File: src/shared/shift_rotate_pkg.sv
// shared constants, encodings and carriers of the shift and rotate unit
package shift_rotate_pkg;

  // ----------------------------------------------------------------
  // widths
  // ----------------------------------------------------------------
  localparam int WORD_W  = 16;
  localparam int PAIR_W  = 2 * WORD_W;
  localparam int MSB_BIT = WORD_W - 1;
  localparam int DATA_W  = 32;
  localparam int ADDR_W  = 8;
  localparam int COUNT_W = 16;

  // ----------------------------------------------------------------
  // register map, byte addresses
  // ----------------------------------------------------------------
  localparam logic [ADDR_W-1:0] REG_OP_LO_OFS = 8'h00;
  localparam logic [ADDR_W-1:0] REG_OP_HI_OFS = 8'h04;
  localparam logic [ADDR_W-1:0] REG_FLAGS_OFS = 8'h08;
  localparam logic [ADDR_W-1:0] REG_CTRL_OFS  = 8'h0C;
  localparam logic [ADDR_W-1:0] REG_COUNT_OFS = 8'h10;
  localparam int                CTRL_EN_BIT   = 0;
  localparam logic              CTRL_EN_RST   = 1'h1;

  // ----------------------------------------------------------------
  // encodings
  // ----------------------------------------------------------------
  typedef enum logic [4:0] {
    DOUBLE_SHIFT_LEFT_OP  = 5'h01,
    SHIFT_RIGHT_OP        = 5'h02,
    DOUBLE_SHIFT_RIGHT_OP = 5'h04,
    ROTATE_LEFT_OP        = 5'h08,
    DOUBLE_ROTATE_LEFT_OP = 5'h10
  } op_t;

  typedef enum logic [1:0] {
    MODE_LEVEL = 2'h1,
    MODE_EDGE  = 2'h2
  } mode_t;

  // ----------------------------------------------------------------
  // carriers
  // ----------------------------------------------------------------
  typedef struct packed {
    logic  cond;
    op_t   op;
    mode_t mode;
    logic  set_carry_op;
    logic  clear_carry_op;
  } issue_t;

  typedef struct packed {
    logic [WORD_W-1:0] hi;
    logic [WORD_W-1:0] lo;
  } word_pair_t;

  typedef struct packed {
    logic fault_indicator;
    logic msb_flag;
    logic equals_flag;
    logic carry_flag;
  } flags_t;

  typedef struct packed {
    logic              psel;
    logic              penable;
    logic              pwrite;
    logic [ADDR_W-1:0] paddr;
    logic [DATA_W-1:0] pwdata;
  } apb_req_t;

  typedef struct packed {
    logic              pready;
    logic              pslverr;
    logic [DATA_W-1:0] prdata;
  } apb_rsp_t;

endpackage : shift_rotate_pkg

File: src/logic/shift_core.sv
// combinational shift and rotate datapath with flag results
`timescale 1ns/100ps
module shift_core (
  input  shift_rotate_pkg::op_t        op_in,
  input  shift_rotate_pkg::word_pair_t pair_in,
  input  logic                         carry_in,
  output shift_rotate_pkg::word_pair_t pair_out,
  output shift_rotate_pkg::flags_t     flags_out,
  output logic                         legal_out
);
  import shift_rotate_pkg::*;

  // one-bit move of the selected operation; lo is the addressed word
  always_comb begin
    pair_out  = pair_in;
    flags_out = '0;
    flags_out.carry_flag = carry_in;
    legal_out = 1'h1;
    unique case (op_in)
      DOUBLE_SHIFT_LEFT_OP: begin
        {flags_out.carry_flag, pair_out} = {pair_in, 1'h0};
        flags_out.msb_flag    = pair_out.hi[MSB_BIT];
        flags_out.equals_flag = (pair_out == '0);
      end
      SHIFT_RIGHT_OP: begin
        {pair_out.lo, flags_out.carry_flag} = {1'h0, pair_in.lo};
        flags_out.equals_flag = (pair_out.lo == '0);
      end
      DOUBLE_SHIFT_RIGHT_OP: begin
        {pair_out, flags_out.carry_flag} = {1'h0, pair_in};
        flags_out.equals_flag = (pair_out == '0);
      end
      ROTATE_LEFT_OP: begin
        {flags_out.carry_flag, pair_out.lo} = {pair_in.lo, carry_in};
        flags_out.msb_flag    = pair_out.lo[MSB_BIT];
        flags_out.equals_flag = (pair_out.lo == '0);
      end
      DOUBLE_ROTATE_LEFT_OP: begin
        {flags_out.carry_flag, pair_out} = {pair_in, carry_in};
        flags_out.msb_flag    = pair_out.hi[MSB_BIT];
        flags_out.equals_flag = (pair_out == '0);
      end
      default: begin
        legal_out = 1'h0;
      end
    endcase
  end

endmodule : shift_core

File: src/logic/issue_trigger.sv
// issue mode decoder: every cycle while on, or once on a rising edge
`timescale 1ns/100ps
module issue_trigger (
  input  logic                    clk_in,
  input  logic                    srst_in,
  input  logic                    cond_in,
  input  shift_rotate_pkg::mode_t mode_in,
  output logic                    fire_out
);
  import shift_rotate_pkg::*;

  typedef struct packed {
    logic cond_prev;
  } trig_state_t;

  trig_state_t st_r;
  trig_state_t st_nxt;

  // fire decision and condition history
  always_comb begin
    st_nxt.cond_prev = cond_in;
    unique case (mode_in)
      MODE_LEVEL: fire_out = cond_in;
      MODE_EDGE:  fire_out = cond_in & ~st_r.cond_prev;
      default:    fire_out = 1'h0;
    endcase
  end

  // history reset high: a condition already on at release is no edge
  always_ff @(posedge clk_in) begin
    if (srst_in) begin
      st_r.cond_prev <= 1'h1;
    end else begin
      st_r <= st_nxt;
    end
  end

endmodule : issue_trigger

File: src/logic/shift_rotate_unit.sv
// shift and rotate unit: operand pair, flags and APB register access
//
// The implementer's own choices: register access over APB and the register addresses.
`timescale 1ns/100ps

module shift_rotate_unit (
  input  logic                     clk_in,
  input  logic                     srst_in,
  input  shift_rotate_pkg::issue_t issue_in,
  input  shift_rotate_pkg::apb_req_t apb_req_in,
  output shift_rotate_pkg::apb_rsp_t apb_rsp_out,
  output shift_rotate_pkg::word_pair_t pair_out,
  output shift_rotate_pkg::flags_t flags_out,
  output logic                     done_out
);
  import shift_rotate_pkg::*;

  // ----------------------------------------------------------------
  // elaboration checks
  // ----------------------------------------------------------------
  // flags and count fields must fit the read data word; slices need two bits
  if ($bits(flags_t) > DATA_W || COUNT_W > DATA_W || WORD_W < 2) begin : g_width_check
    $error("shift unit widths do not fit the register word");
  end

  // ----------------------------------------------------------------
  // state
  // ----------------------------------------------------------------
  typedef struct packed {
    word_pair_t          pair;
    flags_t              flags;
    logic                enable;
    logic [COUNT_W-1:0]  count;
    logic [DATA_W-1:0]   rdata;
    logic                done;
  } unit_state_t;

  unit_state_t st_r;
  unit_state_t st_nxt;

  word_pair_t  core_pair;
  flags_t      core_flags;
  logic        core_legal;
  logic        fire;
  logic        do_exec;
  logic        carry_eff;
  logic        preset;
  logic        setup;
  logic        access;
  logic        wr;
  logic        hit;

  // ----------------------------------------------------------------
  // submodules
  // ----------------------------------------------------------------
  // issue mode, level or rising edge
  issue_trigger u_trig (
    .clk_in   (clk_in),
    .srst_in  (srst_in),
    .cond_in  (issue_in.cond),
    .mode_in  (issue_in.mode),
    .fire_out (fire)
  );

  // datapath works on the state pair and the effective carry
  shift_core u_core (
    .op_in     (issue_in.op),
    .pair_in   (st_r.pair),
    .carry_in  (carry_eff),
    .pair_out  (core_pair),
    .flags_out (core_flags),
    .legal_out (core_legal)
  );

  // ----------------------------------------------------------------
  // decode
  // ----------------------------------------------------------------
  // carry preset from the sequencer takes effect in the rotate of the same cycle
  always_comb begin
    preset    = issue_in.set_carry_op | issue_in.clear_carry_op;
    carry_eff = st_r.flags.carry_flag;
    if (issue_in.set_carry_op) begin
      carry_eff = 1'h1;
    end else if (issue_in.clear_carry_op) begin
      carry_eff = 1'h0;
    end
  end

  // execution only when fired, enabled and a legal code
  assign do_exec = fire & st_r.enable & core_legal;

  // apb phases and address hit
  assign setup  = apb_req_in.psel & ~apb_req_in.penable;
  assign access = apb_req_in.psel & apb_req_in.penable;
  assign wr     = access & apb_req_in.pwrite;

  always_comb begin
    case (apb_req_in.paddr)
      REG_OP_LO_OFS,
      REG_OP_HI_OFS,
      REG_FLAGS_OFS,
      REG_CTRL_OFS,
      REG_COUNT_OFS: hit = 1'h1;
      default:       hit = 1'h0;
    endcase
  end

  // ----------------------------------------------------------------
  // next state
  // ----------------------------------------------------------------
  always_comb begin
    st_nxt      = st_r;
    st_nxt.done = 1'h0;
    // read data captured in setup, shown in the access phase
    if (setup) begin
      case (apb_req_in.paddr)
        REG_OP_LO_OFS: st_nxt.rdata = DATA_W'(st_r.pair.lo);
        REG_OP_HI_OFS: st_nxt.rdata = DATA_W'(st_r.pair.hi);
        REG_FLAGS_OFS: st_nxt.rdata = DATA_W'(st_r.flags);
        REG_CTRL_OFS:  st_nxt.rdata = DATA_W'(st_r.enable);
        REG_COUNT_OFS: st_nxt.rdata = DATA_W'(st_r.count);
        default:       st_nxt.rdata = '0;
      endcase
    end
    // software writes, lowest priority
    if (wr) begin
      case (apb_req_in.paddr)
        REG_OP_LO_OFS: st_nxt.pair.lo = apb_req_in.pwdata[WORD_W-1:0];
        REG_OP_HI_OFS: st_nxt.pair.hi = apb_req_in.pwdata[WORD_W-1:0];
        REG_FLAGS_OFS: st_nxt.flags   = flags_t'(apb_req_in.pwdata[$bits(flags_t)-1:0]);
        REG_CTRL_OFS:  st_nxt.enable  = apb_req_in.pwdata[CTRL_EN_BIT];
        default:       st_nxt.rdata   = st_nxt.rdata;
      endcase
    end
    // carry preset overrides a software write of the carry
    if (preset) begin
      st_nxt.flags.carry_flag = carry_eff;
    end
    // execution wins over software; untriggered cycles hold
    if (do_exec) begin
      st_nxt.pair  = core_pair;
      st_nxt.flags = core_flags;
      st_nxt.count = st_r.count + COUNT_W'(1);
      st_nxt.done  = 1'h1;
    end
  end

  // register the state copy
  always_ff @(posedge clk_in) begin
    if (srst_in) begin
      st_r        <= '0;
      st_r.enable <= CTRL_EN_RST;
    end else begin
      st_r <= st_nxt;
    end
  end

  // ----------------------------------------------------------------
  // outputs
  // ----------------------------------------------------------------
  // zero-wait slave; unmapped or misaligned access answers an error
  assign apb_rsp_out.pready  = 1'h1;
  assign apb_rsp_out.pslverr = access & ~hit;
  assign apb_rsp_out.prdata  = st_r.rdata;
  assign pair_out            = st_r.pair;
  assign flags_out           = st_r.flags;
  assign done_out            = st_r.done;

  // ----------------------------------------------------------------
  // checks
  // ----------------------------------------------------------------
  logic [PAIR_W-1:0] pair_w;
  logic [WORD_W-1:0] hi_w;
  logic [WORD_W-1:0] lo_w;
  logic [PAIR_W-1:0] exp_dsl_w;
  logic [PAIR_W-1:0] exp_dsr_w;
  logic [WORD_W-1:0] exp_shr_w;
  logic [WORD_W-1:0] exp_rol_w;
  logic [PAIR_W-1:0] exp_roll_w;
  logic              hi_msb_w;
  logic              lo_msb_w;
  logic              lo_lsb_w;
  logic              dbl_w;
  logic              cond_w;
  logic              cy_w;
  logic              wr_any_w;
  flags_t            flags_w;
  op_t               op_w;

  // reference values built from the current state
  assign pair_w     = st_r.pair;
  assign hi_w       = st_r.pair.hi;
  assign lo_w       = st_r.pair.lo;
  assign exp_dsl_w  = {pair_w[PAIR_W-2:0], 1'h0};
  assign exp_dsr_w  = {1'h0, pair_w[PAIR_W-1:1]};
  assign exp_shr_w  = {1'h0, lo_w[WORD_W-1:1]};
  assign exp_rol_w  = {lo_w[WORD_W-2:0], carry_eff};
  assign exp_roll_w = {pair_w[PAIR_W-2:0], carry_eff};
  assign hi_msb_w   = hi_w[MSB_BIT];
  assign lo_msb_w   = lo_w[MSB_BIT];
  assign lo_lsb_w   = lo_w[0];
  assign op_w       = issue_in.op;
  assign dbl_w      = (op_w != SHIFT_RIGHT_OP) && (op_w != ROTATE_LEFT_OP);
  assign cond_w     = issue_in.cond;
  assign cy_w       = st_r.flags.carry_flag;
  assign wr_any_w   = wr;
  assign flags_w    = st_r.flags;

  // datapath results, one edge after each execution
  a_dsl_shift: assert property (@(posedge clk_in) disable iff (srst_in)
    do_exec && op_w == DOUBLE_SHIFT_LEFT_OP
    |=> pair_w == $past(exp_dsl_w) && cy_w == $past(hi_msb_w))
    else $error("double shift left result wrong");

  a_shr_shift: assert property (@(posedge clk_in) disable iff (srst_in)
    do_exec && op_w == SHIFT_RIGHT_OP
    |=> lo_w == $past(exp_shr_w) && hi_w == $past(hi_w) && cy_w == $past(lo_lsb_w))
    else $error("shift right result wrong");

  a_dsr_shift: assert property (@(posedge clk_in) disable iff (srst_in)
    do_exec && op_w == DOUBLE_SHIFT_RIGHT_OP
    |=> pair_w == $past(exp_dsr_w) && cy_w == $past(lo_lsb_w))
    else $error("double shift right result wrong");

  a_rol_ring: assert property (@(posedge clk_in) disable iff (srst_in)
    do_exec && op_w == ROTATE_LEFT_OP
    |=> lo_w == $past(exp_rol_w) && hi_w == $past(hi_w) && cy_w == $past(lo_msb_w))
    else $error("rotate left ring wrong");

  a_roll_ring: assert property (@(posedge clk_in) disable iff (srst_in)
    do_exec && op_w == DOUBLE_ROTATE_LEFT_OP
    |=> pair_w == $past(exp_roll_w) && cy_w == $past(hi_msb_w))
    else $error("double rotate left ring wrong");

  a_fault_clear: assert property (@(posedge clk_in) disable iff (srst_in)
    do_exec |-> ##1 !flags_w.fault_indicator)
    else $error("fault indicator not cleared");

  a_equals_flag: assert property (@(posedge clk_in) disable iff (srst_in)
    do_exec |=> flags_w.equals_flag == ($past(dbl_w) ? (pair_w == '0) : (lo_w == '0)))
    else $error("equals flag wrong");

  a_msb_flag: assert property (@(posedge clk_in) disable iff (srst_in)
    do_exec && (op_w == DOUBLE_SHIFT_LEFT_OP || op_w == ROTATE_LEFT_OP)
    |=> flags_w.msb_flag == ($past(dbl_w) ? hi_msb_w : lo_msb_w))
    else $error("msb flag wrong");

  a_shr_msb_off: assert property (@(posedge clk_in) disable iff (srst_in)
    do_exec && (op_w == SHIFT_RIGHT_OP || op_w == DOUBLE_SHIFT_RIGHT_OP)
    |=> !flags_w.msb_flag && !flags_w.fault_indicator)
    else $error("right shift left msb or fault on");

  a_edge_once: assert property (@(posedge clk_in) disable iff (srst_in)
    do_exec && issue_in.mode == MODE_EDGE |-> $rose(cond_w))
    else $error("edge mode fired without rising edge");

  a_idle_hold: assert property (@(posedge clk_in) disable iff (srst_in)
    !do_exec && !wr_any_w && !preset |=> $stable(pair_w) && $stable(flags_w))
    else $error("state changed without execution");

  // issue modes: level fires on every high cycle, edge never twice running
  a_level_fire: assert property (@(posedge clk_in) disable iff (srst_in)
    cond_w && issue_in.mode == MODE_LEVEL && st_r.enable && $onehot(op_w) |-> do_exec)
    else $error("level mode did not execute");

  a_edge_single: assert property (@(posedge clk_in) disable iff (srst_in)
    do_exec && issue_in.mode == MODE_EDGE |=> !(do_exec && issue_in.mode == MODE_EDGE))
    else $error("edge mode executed twice in a row");

  a_cond_low: assert property (@(posedge clk_in) disable iff (srst_in)
    !cond_w |-> !do_exec)
    else $error("execution without the condition");

  a_mode_refuse: assert property (@(posedge clk_in) disable iff (srst_in)
    !(issue_in.mode inside {MODE_LEVEL, MODE_EDGE}) |-> !do_exec)
    else $error("execution under an unknown issue mode");

  a_legal_op: assert property (@(posedge clk_in) disable iff (srst_in)
    do_exec |-> $onehot(op_w))
    else $error("execution of an unknown op code");

  a_done_pulse: assert property (@(posedge clk_in) disable iff (srst_in)
    do_exec |=> done_out)
    else $error("done pulse missing after execution");

  // carry presets: taken alone, or consumed by the rotate of that cycle
  a_preset_set: assert property (@(posedge clk_in) disable iff (srst_in)
    issue_in.set_carry_op && !do_exec |=> cy_w)
    else $error("carry preset to one not taken");

  a_preset_clear: assert property (@(posedge clk_in) disable iff (srst_in)
    issue_in.clear_carry_op && !issue_in.set_carry_op && !do_exec |=> !cy_w)
    else $error("carry preset to zero not taken");

  a_preset_used: assert property (@(posedge clk_in) disable iff (srst_in)
    preset && do_exec && (op_w == ROTATE_LEFT_OP || op_w == DOUBLE_ROTATE_LEFT_OP)
    |=> lo_w[0] == $past(issue_in.set_carry_op))
    else $error("rotate did not consume the preset carry");

  // double rotate msb, fault history and a disabled unit
  a_roll_msb: assert property (@(posedge clk_in) disable iff (srst_in)
    do_exec && op_w == DOUBLE_ROTATE_LEFT_OP |=> flags_w.msb_flag == hi_msb_w)
    else $error("double rotate msb flag wrong");

  a_fault_hold: assert property (@(posedge clk_in) disable iff (srst_in)
    !do_exec && !wr_any_w |=> $stable(flags_w.fault_indicator))
    else $error("fault indicator changed without a cause");

  a_disabled_hold: assert property (@(posedge clk_in) disable iff (srst_in)
    !st_r.enable && !wr_any_w && !preset |=> $stable(pair_w) && $stable(flags_w))
    else $error("disabled unit changed its state");

  c_disabled_try: cover property (@(posedge clk_in) disable iff (srst_in)
    cond_w && !st_r.enable);

  c_dsl_exec: cover property (@(posedge clk_in) disable iff (srst_in)
    do_exec && op_w == DOUBLE_SHIFT_LEFT_OP);

  c_edge_fire: cover property (@(posedge clk_in) disable iff (srst_in)
    do_exec && issue_in.mode == MODE_EDGE);

  c_preset_roll: cover property (@(posedge clk_in) disable iff (srst_in)
    preset ##1 do_exec && op_w == DOUBLE_ROTATE_LEFT_OP);

  c_level_run: cover property (@(posedge clk_in) disable iff (srst_in)
    do_exec && issue_in.mode == MODE_LEVEL ##1 do_exec);

endmodule : shift_rotate_unit

File: config.mk
export PLATFORM = sky130hd
export DESIGN_NAME = shift_rotate_unit
export DESIGN_NICKNAME = d
export VERILOG_FILES = /design/src/shared/shift_rotate_pkg.sv /design/src/logic/shift_core.sv /design/src/logic/issue_trigger.sv /design/src/logic/shift_rotate_unit.sv
export SDC_FILE = /design/constraint.sdc
export NUM_CORES = 1
export LEC_CHECK = 0
export BUFFER_PORTS_ARGS = -buffer_cell sky130_fd_sc_hd__buf_2
export CAP_MARGIN = 20
export CORE_MARGIN = 1
export CORE_UTILIZATION = 43
export DETAILED_ROUTE_END_ITERATION = 10
export PLACE_DENSITY = 0.64
export SYNTH_ARGS = -nofsm -noshare
export SYNTH_HDL_FRONTEND = slang
export SYNTH_SLANG_ARGS = --single-unit
File: constraint.sdc
create_clock -name clk_in -period 6.6 [get_ports clk_in]
set_input_delay 1.32 -clock clk_in [delete_from_list [all_inputs] [get_ports clk_in]]
set_output_delay 1.32 -clock clk_in [all_outputs]
set_load 0.01 [all_outputs]
Word-level counts from Yosys, hierarchy flattened

Index checks and enable logic that the tools add are counted.

Input port bits: 55
Output and inout port bits: 71
Flip-flop bits (word level): 87
Word-level logic and storage cells: 77

Bitwise gates (word level): 11
$add $sub $neg: 1
Muxes and demuxes: 18
Eq/ne operators: 13
Reductions and logical operators: 23

Operators by type and width:

| cell                                          | count |
|---|---|
| one-hot mux 16 bit (5 select lines)           | 1 |
| one-hot mux 16 bit (4 select lines)           | 1 |
| logical NOT 31 bit                            | 2 |
| 2-to-1 mux 37 bit                             | 1 |
| 2-to-1 mux 36 bit                             | 1 |
| logical NOT 32 bit                            | 1 |
| 2-to-1 mux 16 bit                             | 2 |
| one-hot mux 16 bit (2 select lines)           | 1 |
| adder 16 x 1 -> 16 bit, second input constant | 1 |
| == test 8 x 4 -> 1 bit, second input constant | 2 |
| logical NOT 16 bit                            | 1 |
| logical NOT 15 bit                            | 1 |
| one-hot mux 2 bit (5 select lines)            | 1 |
| OR reduction 5 bit                            | 2 |
| == test 8 x 3 -> 1 bit, second input constant | 1 |
| == test 8 x 5 -> 1 bit, second input constant | 1 |
| logical NOT 8 bit                             | 1 |
| AND reduction 2 bit                           | 4 |
| nonzero test 2 bit                            | 4 |
| AND 1 bit                                     | 7 |
| 2-to-1 mux 1 bit                              | 7 |
| AND reduction 3 bit                           | 2 |
| nonzero test 3 bit                            | 2 |
| OR reduction 2 bit                            | 3 |
| 13 further kinds                              | 16 |

Logic depth before layout (Yosys ltp)

Gate-level depths: netlist (run 1).

Word-level depth: 7
Mapped depth: 9
Gate-level depth less buffers: 7

By module

Synthesis (run 1) repeated with hierarchy kept, for this count alone.

Cells, all modules: 589
Area, all modules: 4700.8 µm²

Modules (own cells, without submodules):

| module            | cells each | seq. area each (µm²) | times used | area each (µm²) |
|---|---|---|---|---|
| shift_rotate_unit | 434        | 1401.3               | 1          | 3778.6 |
| shift_core        | 146        | 0.0                  | 1          | 843.3 |
| issue_trigger     | 9          | 20.0                 | 1          | 78.8 |

Least setup slack after synthesis (run 1)

Ideal clock, no wire load.

Kind: input-to-output
Start point: in apb_req_in[39] in the netlist's numbering
End point: out apb_rsp_out[32] in the netlist's numbering
Data required time: 5.280 ns
Setup slack: 3.129 ns
Buffers on the path: 1
Stages: 4
Arrival: 2.151 ns
Path through: or4_4 -> buf_6 -> nor2_1 -> a21oi_1

RTL lines:

| what               | line                    | source |
|---|---|---|
| start: declaration | shift_rotate_unit.sv:10 | `input shift_rotate_pkg::apb_req_t apb_req_in,` |
| end: declaration   | shift_rotate_unit.sv:11 | `output shift_rotate_pkg::apb_rsp_t apb_rsp_out,` |

Worst setup path in the final report (run 1)

Start point: in issue_in[2] in the netlist's numbering
End point: reg st_r (netlist bit hi_w[7])

Cells in the longest elaborated chain, start to end: 6
Elaborated cells on any way between the ends: 10
Those cells by class: eq/ne (3); mux (2); bitwise (2); reduce/logical (3)

Ends and longest elaborated chain:

| what                                                                          | line                     | source |
|---|---|---|
| start: declaration                                                            | shift_rotate_unit.sv:9   | `input shift_rotate_pkg::issue_t issue_in,` |
| == test 2 bit or == test 2 x 1 -> 1 bit (tied branches)                       | issue_trigger.sv:22      | `unique case (mode_in)` |
| one-hot mux 1 bit (2 select lines) (*)                                        | issue_trigger.sv:22      |  |
| AND 1 bit (*) (2 in a row)                                                    | shift_rotate_unit.sv:90  | `assign do_exec = fire & st_r.enable & core_legal;` |
| != test 3 x 2 -> 1 bit (no source line) or nonzero test 2 bit (tied branches) | -                        |  |
| AND reduction 3 bit (no source line)                                          | -                        |  |
| end signal: assignment                                                        | shift_rotate_unit.sv:154 | `st_r <= st_nxt;` |
| end: declaration                                                              | shift_rotate_unit.sv:38  | `unit_state_t st_r;` |

Every way passes the cells marked *; elsewhere a longest branch is shown, timed or not.
A chain may end at the register's enable or synchronous reset.

==> run_summary.xml, run 1 <==
<?xml version="1.0" encoding="UTF-8"?>
<metrics>
  <group name="sta">
    <metric name="final-hold-violation-count" unit="">0</metric>
    <metric name="hold_ws" unit="ns">0.456</metric>
    <metric name="maxSlewHeadroom" unit="%">38.2</metric>
    <metric name="timing.final.setup_violations" unit="">0</metric>
    <metric name="tns" unit="ns">0</metric>
    <metric name="fin_worst_skew" unit="ns">0.00590</metric>
    <metric name="worst-slew-pin-transition" unit="ns">0.926</metric>
    <metric name="worst_setup_slack_after_layout" unit="ns">2.81</metric>
    <metric name="grt_setup_unrepaired" unit="">no</metric>
    <metric name="period_needed" unit="ns">3.79</metric>
    <metric name="final_max_slew_viol_count" unit="">0</metric>
    <metric name="final_min_period_over_clock_period" unit="%">57.4</metric>
    <metric name="fmaxAchievable" unit="MHz">264</metric>
  </group>
  <group name="synth">
    <metric name="synth_top_family_by_area" unit="">compound AO/OA/AOI/OAI gates</metric>
    <metric name="ys_async_sr_fraction" unit="%">0</metric>
    <metric name="synth.top_cells.by_area" unit="">sky130_fd_sc_hd__dfxtp_1 29%, sky130_fd_sc_hd__buf_4 11%, sky130_fd_sc_hd__mux2i_1 7.8%, sky130_fd_sc_hd__mux2_2 6.7%, sky130_fd_sc_hd__a211oi_1 5.2%</metric>
    <metric name="synth-adder-area-share" unit="%">0.769</metric>
    <metric name="synth_edf_count" unit="">0</metric>
    <metric name="dominant_cell_type_by_area_after_synthesis" unit="">sky130_fd_sc_hd__dfxtp_1</metric>
    <metric name="synth-compound-area-share" unit="%">20.1</metric>
    <metric name="synth.distinct_cells" unit="">57</metric>
    <metric name="synth-seq-cells" unit="">71</metric>
    <metric name="netlist_area" unit="mm²">0.00488</metric>
    <metric name="post_synth_xor_area_fraction" unit="%">1.80</metric>
    <metric name="synth.mux.area_fraction" unit="%">14.5</metric>
    <metric name="seq_area_frac_synth" unit="%">29.1</metric>
    <metric name="share_of_the_synthesized_area_in_the_top_cell_type" unit="%">29.1</metric>
    <metric name="yosys.area_share.simple" unit="%">18.3</metric>
    <metric name="synth-warning-count" unit="">0</metric>
    <metric name="synthCells" unit="">588</metric>
    <metric name="synthesis.area_per_instance" unit="µm²">8.30</metric>
    <metric name="yosys_most_used_dff" unit="">sky130_fd_sc_hd__dfxtp_1</metric>
  </group>
  <group name="clock_tree">
    <metric name="insertion_delay" unit="ns">0.33</metric>
    <metric name="post_cts.resized_instances" unit="">0</metric>
    <metric name="cts_hold_buffers" unit="">0</metric>
    <metric name="cts.root.buffer_cell" unit="">sky130_fd_sc_hd__clkbuf_16</metric>
    <metric name="post_cts_setup_repair_buffer_count" unit="">0</metric>
    <metric name="cts_htree_levels" unit="">3</metric>
    <metric name="clock_path_buffers" unit="">2</metric>
    <metric name="cts_tree" unit="">done</metric>
    <metric name="total_cts_buffers" unit="">9</metric>
    <metric name="clock-sinks" unit="">71</metric>
    <metric name="clkTransAtPathRegs" unit="ns">0.06</metric>
  </group>
  <group name="floorplan">
    <metric name="core_area" unit="mm²">0.0109</metric>
    <metric name="initial_core_util" unit="%">44.6</metric>
    <metric name="row_count" unit="">38</metric>
    <metric name="io-pin-count" unit="">126</metric>
    <metric name="floorplan.die.height" unit="µm">109</metric>
    <metric name="die_width" unit="µm">109</metric>
    <metric name="die-area" unit="mm²">0.0118</metric>
  </group>
  <group name="setup_path">
    <metric name="required" unit="ns">6.84</metric>
    <metric name="timing.critical_path.to_type" unit="">flop</metric>
    <metric name="timing.setup.critical_path_class" unit="">in2reg</metric>
    <metric name="cp.arrival" unit="ns">4.03</metric>
    <metric name="crit_fanout" unit="">34</metric>
    <metric name="timing.reg2reg.worst_path_depth" unit="">6</metric>
    <metric name="kind_of_start_point_of_the_critical_path" unit="">input pin</metric>
  </group>
  <group name="global_route">
    <metric name="grt_pass1_wl" unit="µm">21100</metric>
    <metric name="grt_antenna_before_repair" unit="">0</metric>
    <metric name="grt_pass1_vias" unit="">3996</metric>
    <metric name="grt_remaining_overflow" unit="">0</metric>
    <metric name="grt.total_usage" unit="%">23.2</metric>
    <metric name="grt_max_degree" unit="">75</metric>
  </group>
  <group name="detailed_routing">
    <metric name="ant_nets" unit="">0</metric>
    <metric name="route.detailed.vias_per_inst" unit="">5.92</metric>
    <metric name="drt_pre_antenna_iters" unit="">4</metric>
    <metric name="route.vias.total" unit="">4398</metric>
    <metric name="drc_errors" unit="">0</metric>
    <metric name="totalWireLength" unit="µm">13500</metric>
    <metric name="detail_route.iter0.violations" unit="">316</metric>
    <metric name="routed_wire_length_per_instance" unit="µm">18.2</metric>
  </group>
  <group name="placed_design">
    <metric name="preCtsSetupSlack" unit="ns">2.52</metric>
    <metric name="gp_routability_congestion" unit="">0.885</metric>
    <metric name="hpwl" unit="µm">9450</metric>
    <metric name="place_inst" unit="">727</metric>
    <metric name="port_buffers" unit="">92</metric>
  </group>
  <group name="run_status">
    <metric name="outcome" unit="">complete, no violations</metric>
  </group>
  <group name="min_path">
    <metric name="whs_path_depth" unit="">2</metric>
    <metric name="timing.hold.worst.class" unit="">reg2reg</metric>
  </group>
  <group name="finish">
    <metric name="layout.cells.most_common_list" unit="">92 x sky130_fd_sc_hd__buf_2, 71 x sky130_fd_sc_hd__dfxtp_1, 45 x sky130_fd_sc_hd__nand2_1</metric>
    <metric name="net_count_final" unit="">656</metric>
    <metric name="layoutNonFillerInstCount" unit="">743</metric>
    <metric name="layout-drive-gt1-share" unit="%">24.7</metric>
    <metric name="area_delta_synth_final" unit="%">6.36</metric>
    <metric name="antennaDiodeCount" unit="">0</metric>
    <metric name="layout_commonest_cell" unit="">sky130_fd_sc_hd__buf_2</metric>
  </group>
  <group name="power_and_ir_drop">
    <metric name="post-layout-total-power" unit="mW">1.01</metric>
    <metric name="p_per_cell_area" unit="mW/mm²">195</metric>
    <metric name="vdd_ir_drop_max" unit="mV">0.110</metric>
    <metric name="p_leak" unit="nW">2.04</metric>
  </group>
  <group name="job">
    <metric name="cap_viol_max_count" unit="">0</metric>
  </group>
</metrics>
## sequential cells by signal (all words and copies together), names as in the netlist
signal / count
apb_rsp_out: 16
cy_w: 1
done_out: 1
flags_out: 3
hi_w: 16
lo_w: 16
st_r: 17
u_trig.st_r: 1
## critical path, stage by stage
cell and delay, ns:
sky130_fd_sc_hd__buf_2 0.09, sky130_fd_sc_hd__inv_1 0.04, sky130_fd_sc_hd__ha_1 0.18, sky130_fd_sc_hd__nor2b_1 0.13, sky130_fd_sc_hd__o2111ai_1 0.74, sky130_fd_sc_hd__a21o_1 0.62
sky130_fd_sc_hd__buf_4 0.46, sky130_fd_sc_hd__nand3_1 0.15, sky130_fd_sc_hd__a311oi_1 0.28
## path summary, 6_finish.rpt
check                       from             end  slack [ns]
setup / recovery     issue_in[2]         hi_w[7]        2.81
setup reg to reg     u_trig.st_r         hi_w[7]        3.90
hold reg to reg   apb_rsp_out[0]  apb_rsp_out[0]        0.46
hold / removal    apb_rsp_out[0]  apb_rsp_out[0]        0.46
## synthesized netlist by cell type (3+ instances only)
cell / instances
sky130_fd_sc_hd__nor2_1: 44
sky130_fd_sc_hd__dfxtp_1: 71
sky130_fd_sc_hd__a21o_1: 4
sky130_fd_sc_hd__o21ai_0: 27
sky130_fd_sc_hd__buf_1: 7
sky130_fd_sc_hd__or3_1: 7
sky130_fd_sc_hd__mux2i_1: 38
sky130_fd_sc_hd__nor3_1: 8
sky130_fd_sc_hd__a2111oi_0: 5
sky130_fd_sc_hd__a21oi_1: 13
sky130_fd_sc_hd__nand2_1: 45
sky130_fd_sc_hd__xnor2_1: 6
sky130_fd_sc_hd__and3_1: 4
sky130_fd_sc_hd__buf_4: 70
sky130_fd_sc_hd__xor2_1: 4
sky130_fd_sc_hd__nor2b_1: 7
sky130_fd_sc_hd__nand3_1: 29
sky130_fd_sc_hd__a2bb2oi_1: 9
sky130_fd_sc_hd__nand4_1: 3
sky130_fd_sc_hd__inv_1: 10
sky130_fd_sc_hd__mux2_2: 29
sky130_fd_sc_hd__a22oi_1: 13
sky130_fd_sc_hd__a211oi_1: 34
sky130_fd_sc_hd__nor4_1: 7
sky130_fd_sc_hd__clkbuf_1: 27
sky130_fd_sc_hd__a311oi_1: 17
sky130_fd_sc_hd__ha_1: 3
sky130_fd_sc_hd__or4_1: 3
sky130_fd_sc_hd__nor3b_1: 4
sky130_fd_sc_hd__buf_2: 7
## metrics by stage
stage                     util, %  cell area (µm²)
after floorplan                 -             4930
after global placement       44.8             4900
after detailed placement     44.8             4900
after CTS                    47.4             5190
after global routing         47.4             5190
final                        47.4             5190
## cell type report
class,instances,area (µm²)
fill,1105,5750
clock buffer,12,246
multi-input combinational,409,2770
tap,140,175
inverter,10,37.5
clock inverter,4,45.0
timing repair buffer,97,498
sequential,71,1420
## per-layer routing
| layer | up-vias | global-route usage, % | part of all wire, % |
|---|---|---|---|
| li1 | 2088 | - | - |
| met1 | 2125 | 31.6 | 45 |
| met2 | 168 | 37.5 | 47 |
| met3 | 17 | 4.46 | 6.2 |
| met4 | 0 | 5.50 | 1.7 |
| met5 | - | 0 | 0 |
## where the power goes
part / total (mW) / switching (mW) / internal (mW) / leakage, nW
clock network: 0.483 / 0.181 / 0.301 / 0.146
logic: 0.0914 / 0.0594 / 0.0320 / 1.32
registers: 0.438 / 0.00563 / 0.432 / 0.573
total: 1.01 / 0.247 / 0.765 / 2.04
## cells by family (layout without fill, tap and decap cells)
logic type,after synthesis,in the layout
AO/OA/AOI/OAI,137,137
XOR/XNOR,10,10
adder cells (fa/ha/maj),3,3
buffers and inverters,123,123
flip-flops,71,71
multiplexers,67,67
other,2,17
AND/OR/NAND/NOR,175,175
(Power assumes the default switching activity.)
==> run 2: changes to the inputs <==
Clock period 6.6 ns to 3.77 ns, I/O delays scaled along.
==> run 2 against run 1 <==
  * Count of clock-buffer cells in the layout shrank 1
  * Sequential share of layout area shrank 0.29 points
  * Setup slack lost 1.8 ns
  * Largest power group unchanged
  * Power grew 77%
  * Highest routed layer unchanged
  * Register-to-register slack lost 2.4 ns
  * Routed wire length grew 0.62%
  * Combinational power grew 77%
==> run_summary.xml, run 2 (synthesis gave the netlist of run 1 again) <==
<?xml version="1.0" encoding="UTF-8"?>
<metrics>
  <group name="job">
    <metric name="cap_viol_max_count" unit="">0</metric>
  </group>
  <group name="setup_path">
    <metric name="timing.reg2reg.worst_path_depth" unit="">6</metric>
    <metric name="kind_of_start_point_of_the_critical_path" unit="">input pin</metric>
    <metric name="cp.arrival" unit="ns">2.92</metric>
    <metric name="timing.critical_path.to_type" unit="">flop</metric>
    <metric name="timing.reg2reg.setup_slack" unit="ns">1.53</metric>
    <metric name="required" unit="ns">3.93</metric>
    <metric name="crit_fanout" unit="">16</metric>
    <metric name="timing.setup.critical_path_class" unit="">in2reg</metric>
  </group>
  <group name="global_route">
    <metric name="grt_max_degree" unit="">53</metric>
    <metric name="grt_pass1_vias" unit="">4056</metric>
    <metric name="grt_remaining_overflow" unit="">0</metric>
    <metric name="grt_util_met3" unit="%">3.38</metric>
    <metric name="groute.layer.met1.usage" unit="%">32.1</metric>
    <metric name="grt.total_usage" unit="%">23.6</metric>
    <metric name="grt_pass1_wl" unit="µm">21500</metric>
    <metric name="grt_antenna_before_repair" unit="">0</metric>
    <metric name="met2_usage" unit="%">38.0</metric>
    <metric name="grt.busiest_layer" unit="">met2</metric>
  </group>
  <group name="placed_design">
    <metric name="hpwl" unit="µm">9690</metric>
    <metric name="gp_routability_congestion" unit="">0.853</metric>
    <metric name="port_buffers" unit="">92</metric>
  </group>
  <group name="floorplan">
    <metric name="io-pin-count" unit="">126</metric>
    <metric name="core_area" unit="mm²">0.0109</metric>
    <metric name="initial_core_util" unit="%">44.6</metric>
    <metric name="row_count" unit="">38</metric>
    <metric name="die_width" unit="µm">109</metric>
    <metric name="floorplan.die.height" unit="µm">109</metric>
    <metric name="die-area" unit="mm²">0.0118</metric>
  </group>
  <group name="power_and_ir_drop">
    <metric name="p_per_cell_area" unit="mW/mm²">341</metric>
    <metric name="p_leak" unit="nW">2.06</metric>
    <metric name="vdd_ir_drop_max" unit="mV">0.223</metric>
  </group>
  <group name="finish">
    <metric name="antennaDiodeCount" unit="">0</metric>
    <metric name="multiInputGateArea" unit="mm²">0.00277</metric>
    <metric name="layout.cells.most_common_list" unit="">92 x sky130_fd_sc_hd__buf_2, 71 x sky130_fd_sc_hd__dfxtp_1, 45 x sky130_fd_sc_hd__nand2_1</metric>
    <metric name="top_register_by_number_of_flip_flops" unit="">st_r</metric>
    <metric name="net_count_final" unit="">659</metric>
    <metric name="largest_register_ff_count" unit="">17</metric>
    <metric name="fillers" unit="">1082</metric>
    <metric name="layout_commonest_cell" unit="">sky130_fd_sc_hd__buf_2</metric>
    <metric name="area_delta_synth_final" unit="%">7.49</metric>
    <metric name="layout-drive-gt1-share" unit="%">25.2</metric>
    <metric name="layout.area.seq" unit="mm²">0.00142</metric>
    <metric name="final_core_utilization" unit="%">48.0</metric>
  </group>
  <group name="clock_tree">
    <metric name="post_cts_setup_repair_buffer_count" unit="">0</metric>
    <metric name="cts_tree" unit="">done</metric>
    <metric name="cts_htree_levels" unit="">3</metric>
    <metric name="insertion_delay" unit="ns">0.33</metric>
    <metric name="cts.root.buffer_cell" unit="">sky130_fd_sc_hd__clkbuf_16</metric>
    <metric name="total_cts_buffers" unit="">9</metric>
    <metric name="clock_path_buffers" unit="">2</metric>
    <metric name="clock-sinks" unit="">71</metric>
    <metric name="clkTransAtPathRegs" unit="ns">0.06</metric>
    <metric name="cts_hold_buffers" unit="">0</metric>
    <metric name="post_cts.resized_instances" unit="">0</metric>
  </group>
  <group name="run_status">
    <metric name="outcome" unit="">complete, no violations</metric>
  </group>
  <group name="detailed_routing">
    <metric name="route.detailed.vias_per_inst" unit="">5.93</metric>
    <metric name="drt_pre_antenna_iters" unit="">5</metric>
    <metric name="routed_wire_length_per_instance" unit="µm">18.2</metric>
    <metric name="detail_route.iter0.violations" unit="">383</metric>
    <metric name="drc_errors" unit="">0</metric>
    <metric name="totalWireLength" unit="µm">13600</metric>
    <metric name="route.vias.total" unit="">4423</metric>
    <metric name="ant_nets" unit="">0</metric>
  </group>
  <group name="sta">
    <metric name="timing.final.setup_violations" unit="">0</metric>
    <metric name="worst-slew-pin-transition" unit="ns">1.02</metric>
    <metric name="final_min_period_over_clock_period" unit="%">73.0</metric>
    <metric name="final-hold-violation-count" unit="">0</metric>
    <metric name="fmaxAchievable" unit="MHz">363</metric>
    <metric name="period_needed" unit="ns">2.75</metric>
    <metric name="grt_setup_unrepaired" unit="">no</metric>
    <metric name="final_max_slew_viol_count" unit="">0</metric>
    <metric name="fin_worst_skew" unit="ns">0.0103</metric>
    <metric name="maxSlewHeadroom" unit="%">32.2</metric>
    <metric name="tns" unit="ns">0</metric>
  </group>
  <group name="min_path">
    <metric name="whs_path_depth" unit="">2</metric>
    <metric name="timing.hold.worst.class" unit="">reg2reg</metric>
  </group>
</metrics>
==> run 2: cell count changes in the layout (fill, tap and decap cells not counted) <==
| cell | change |
|---|---|
| sky130_fd_sc_hd__clkinvlp_4 | +1 |
| sky130_fd_sc_hd__buf_12 | +2 |
| sky130_fd_sc_hd__clkinv_2 | -1 |
| sky130_fd_sc_hd__inv_6 | +1 |
| sky130_fd_sc_hd__buf_4 | +1 |
| sky130_fd_sc_hd__clkbuf_1 | -1 |
==> run 2: routing by layer <==
layer / up-vias / share of wire (%)
li1: 2089 / -
met1: 2166 / 45
met2: 148 / 47
met3: 20 / 5.4
met4: 0 / 1.7
met5: - / 0
==> run 2: critical path, stage by stage <==
cell                       delay, ns
sky130_fd_sc_hd__buf_2          0.09
sky130_fd_sc_hd__or4_4          0.59
sky130_fd_sc_hd__nor4_1         0.49
sky130_fd_sc_hd__and3b_1        0.29
sky130_fd_sc_hd__a21o_1         0.50
sky130_fd_sc_hd__a311oi_1       0.19
==> run 2: final timing paths <==
| check | start | to |
|---|---|---|
| setup / recovery | apb_req_in[39] | hi_w[12] |
| hold / removal | apb_rsp_out[0] | apb_rsp_out[0] |
| setup reg to reg | u_trig.st_r | hi_w[12] |
| hold reg to reg | apb_rsp_out[0] | apb_rsp_out[0] |
==> run 2: per-stage QoR <==
| stage | worst slack, ns | cell area, µm² | std cells | power (mW) | hold WS, ns |
|---|---|---|---|---|---|
| after floorplan | 1.12 | 4930 | 603 | 0.904 | 0.432 |
| after detailed placement | 0.642 | 4940 | 730 | 0.943 | 0.452 |
| after global placement | 0.677 | 4940 | 730 | 0.940 | 0.450 |
| after global routing | 0.854 | 5240 | 746 | 1.83 | 0.472 |
| after CTS | 0.994 | 5240 | 746 | 1.79 | 0.460 |
| final | 1.02 | 5240 | 746 | 1.79 | 0.454 |
==> run 2: area by class of cell <==
cell class / instances / share of cell area (%)
flip-flops and latches: 71 / 27.1
well taps: 140 / 3.34
repair buffers: 100 / 10.4
clock inverters: 5 / 1.07
multi-input cells: 409 / 52.7
inverters: 10 / 0.716
clock buffers: 11 / 4.63
==> run 2: where the power goes <==
part	switching (mW)	internal, mW	total, mW
clock	0.328	0.530	0.858
sequential	0.00996	0.756	0.766
combinational	0.105	0.0567	0.162
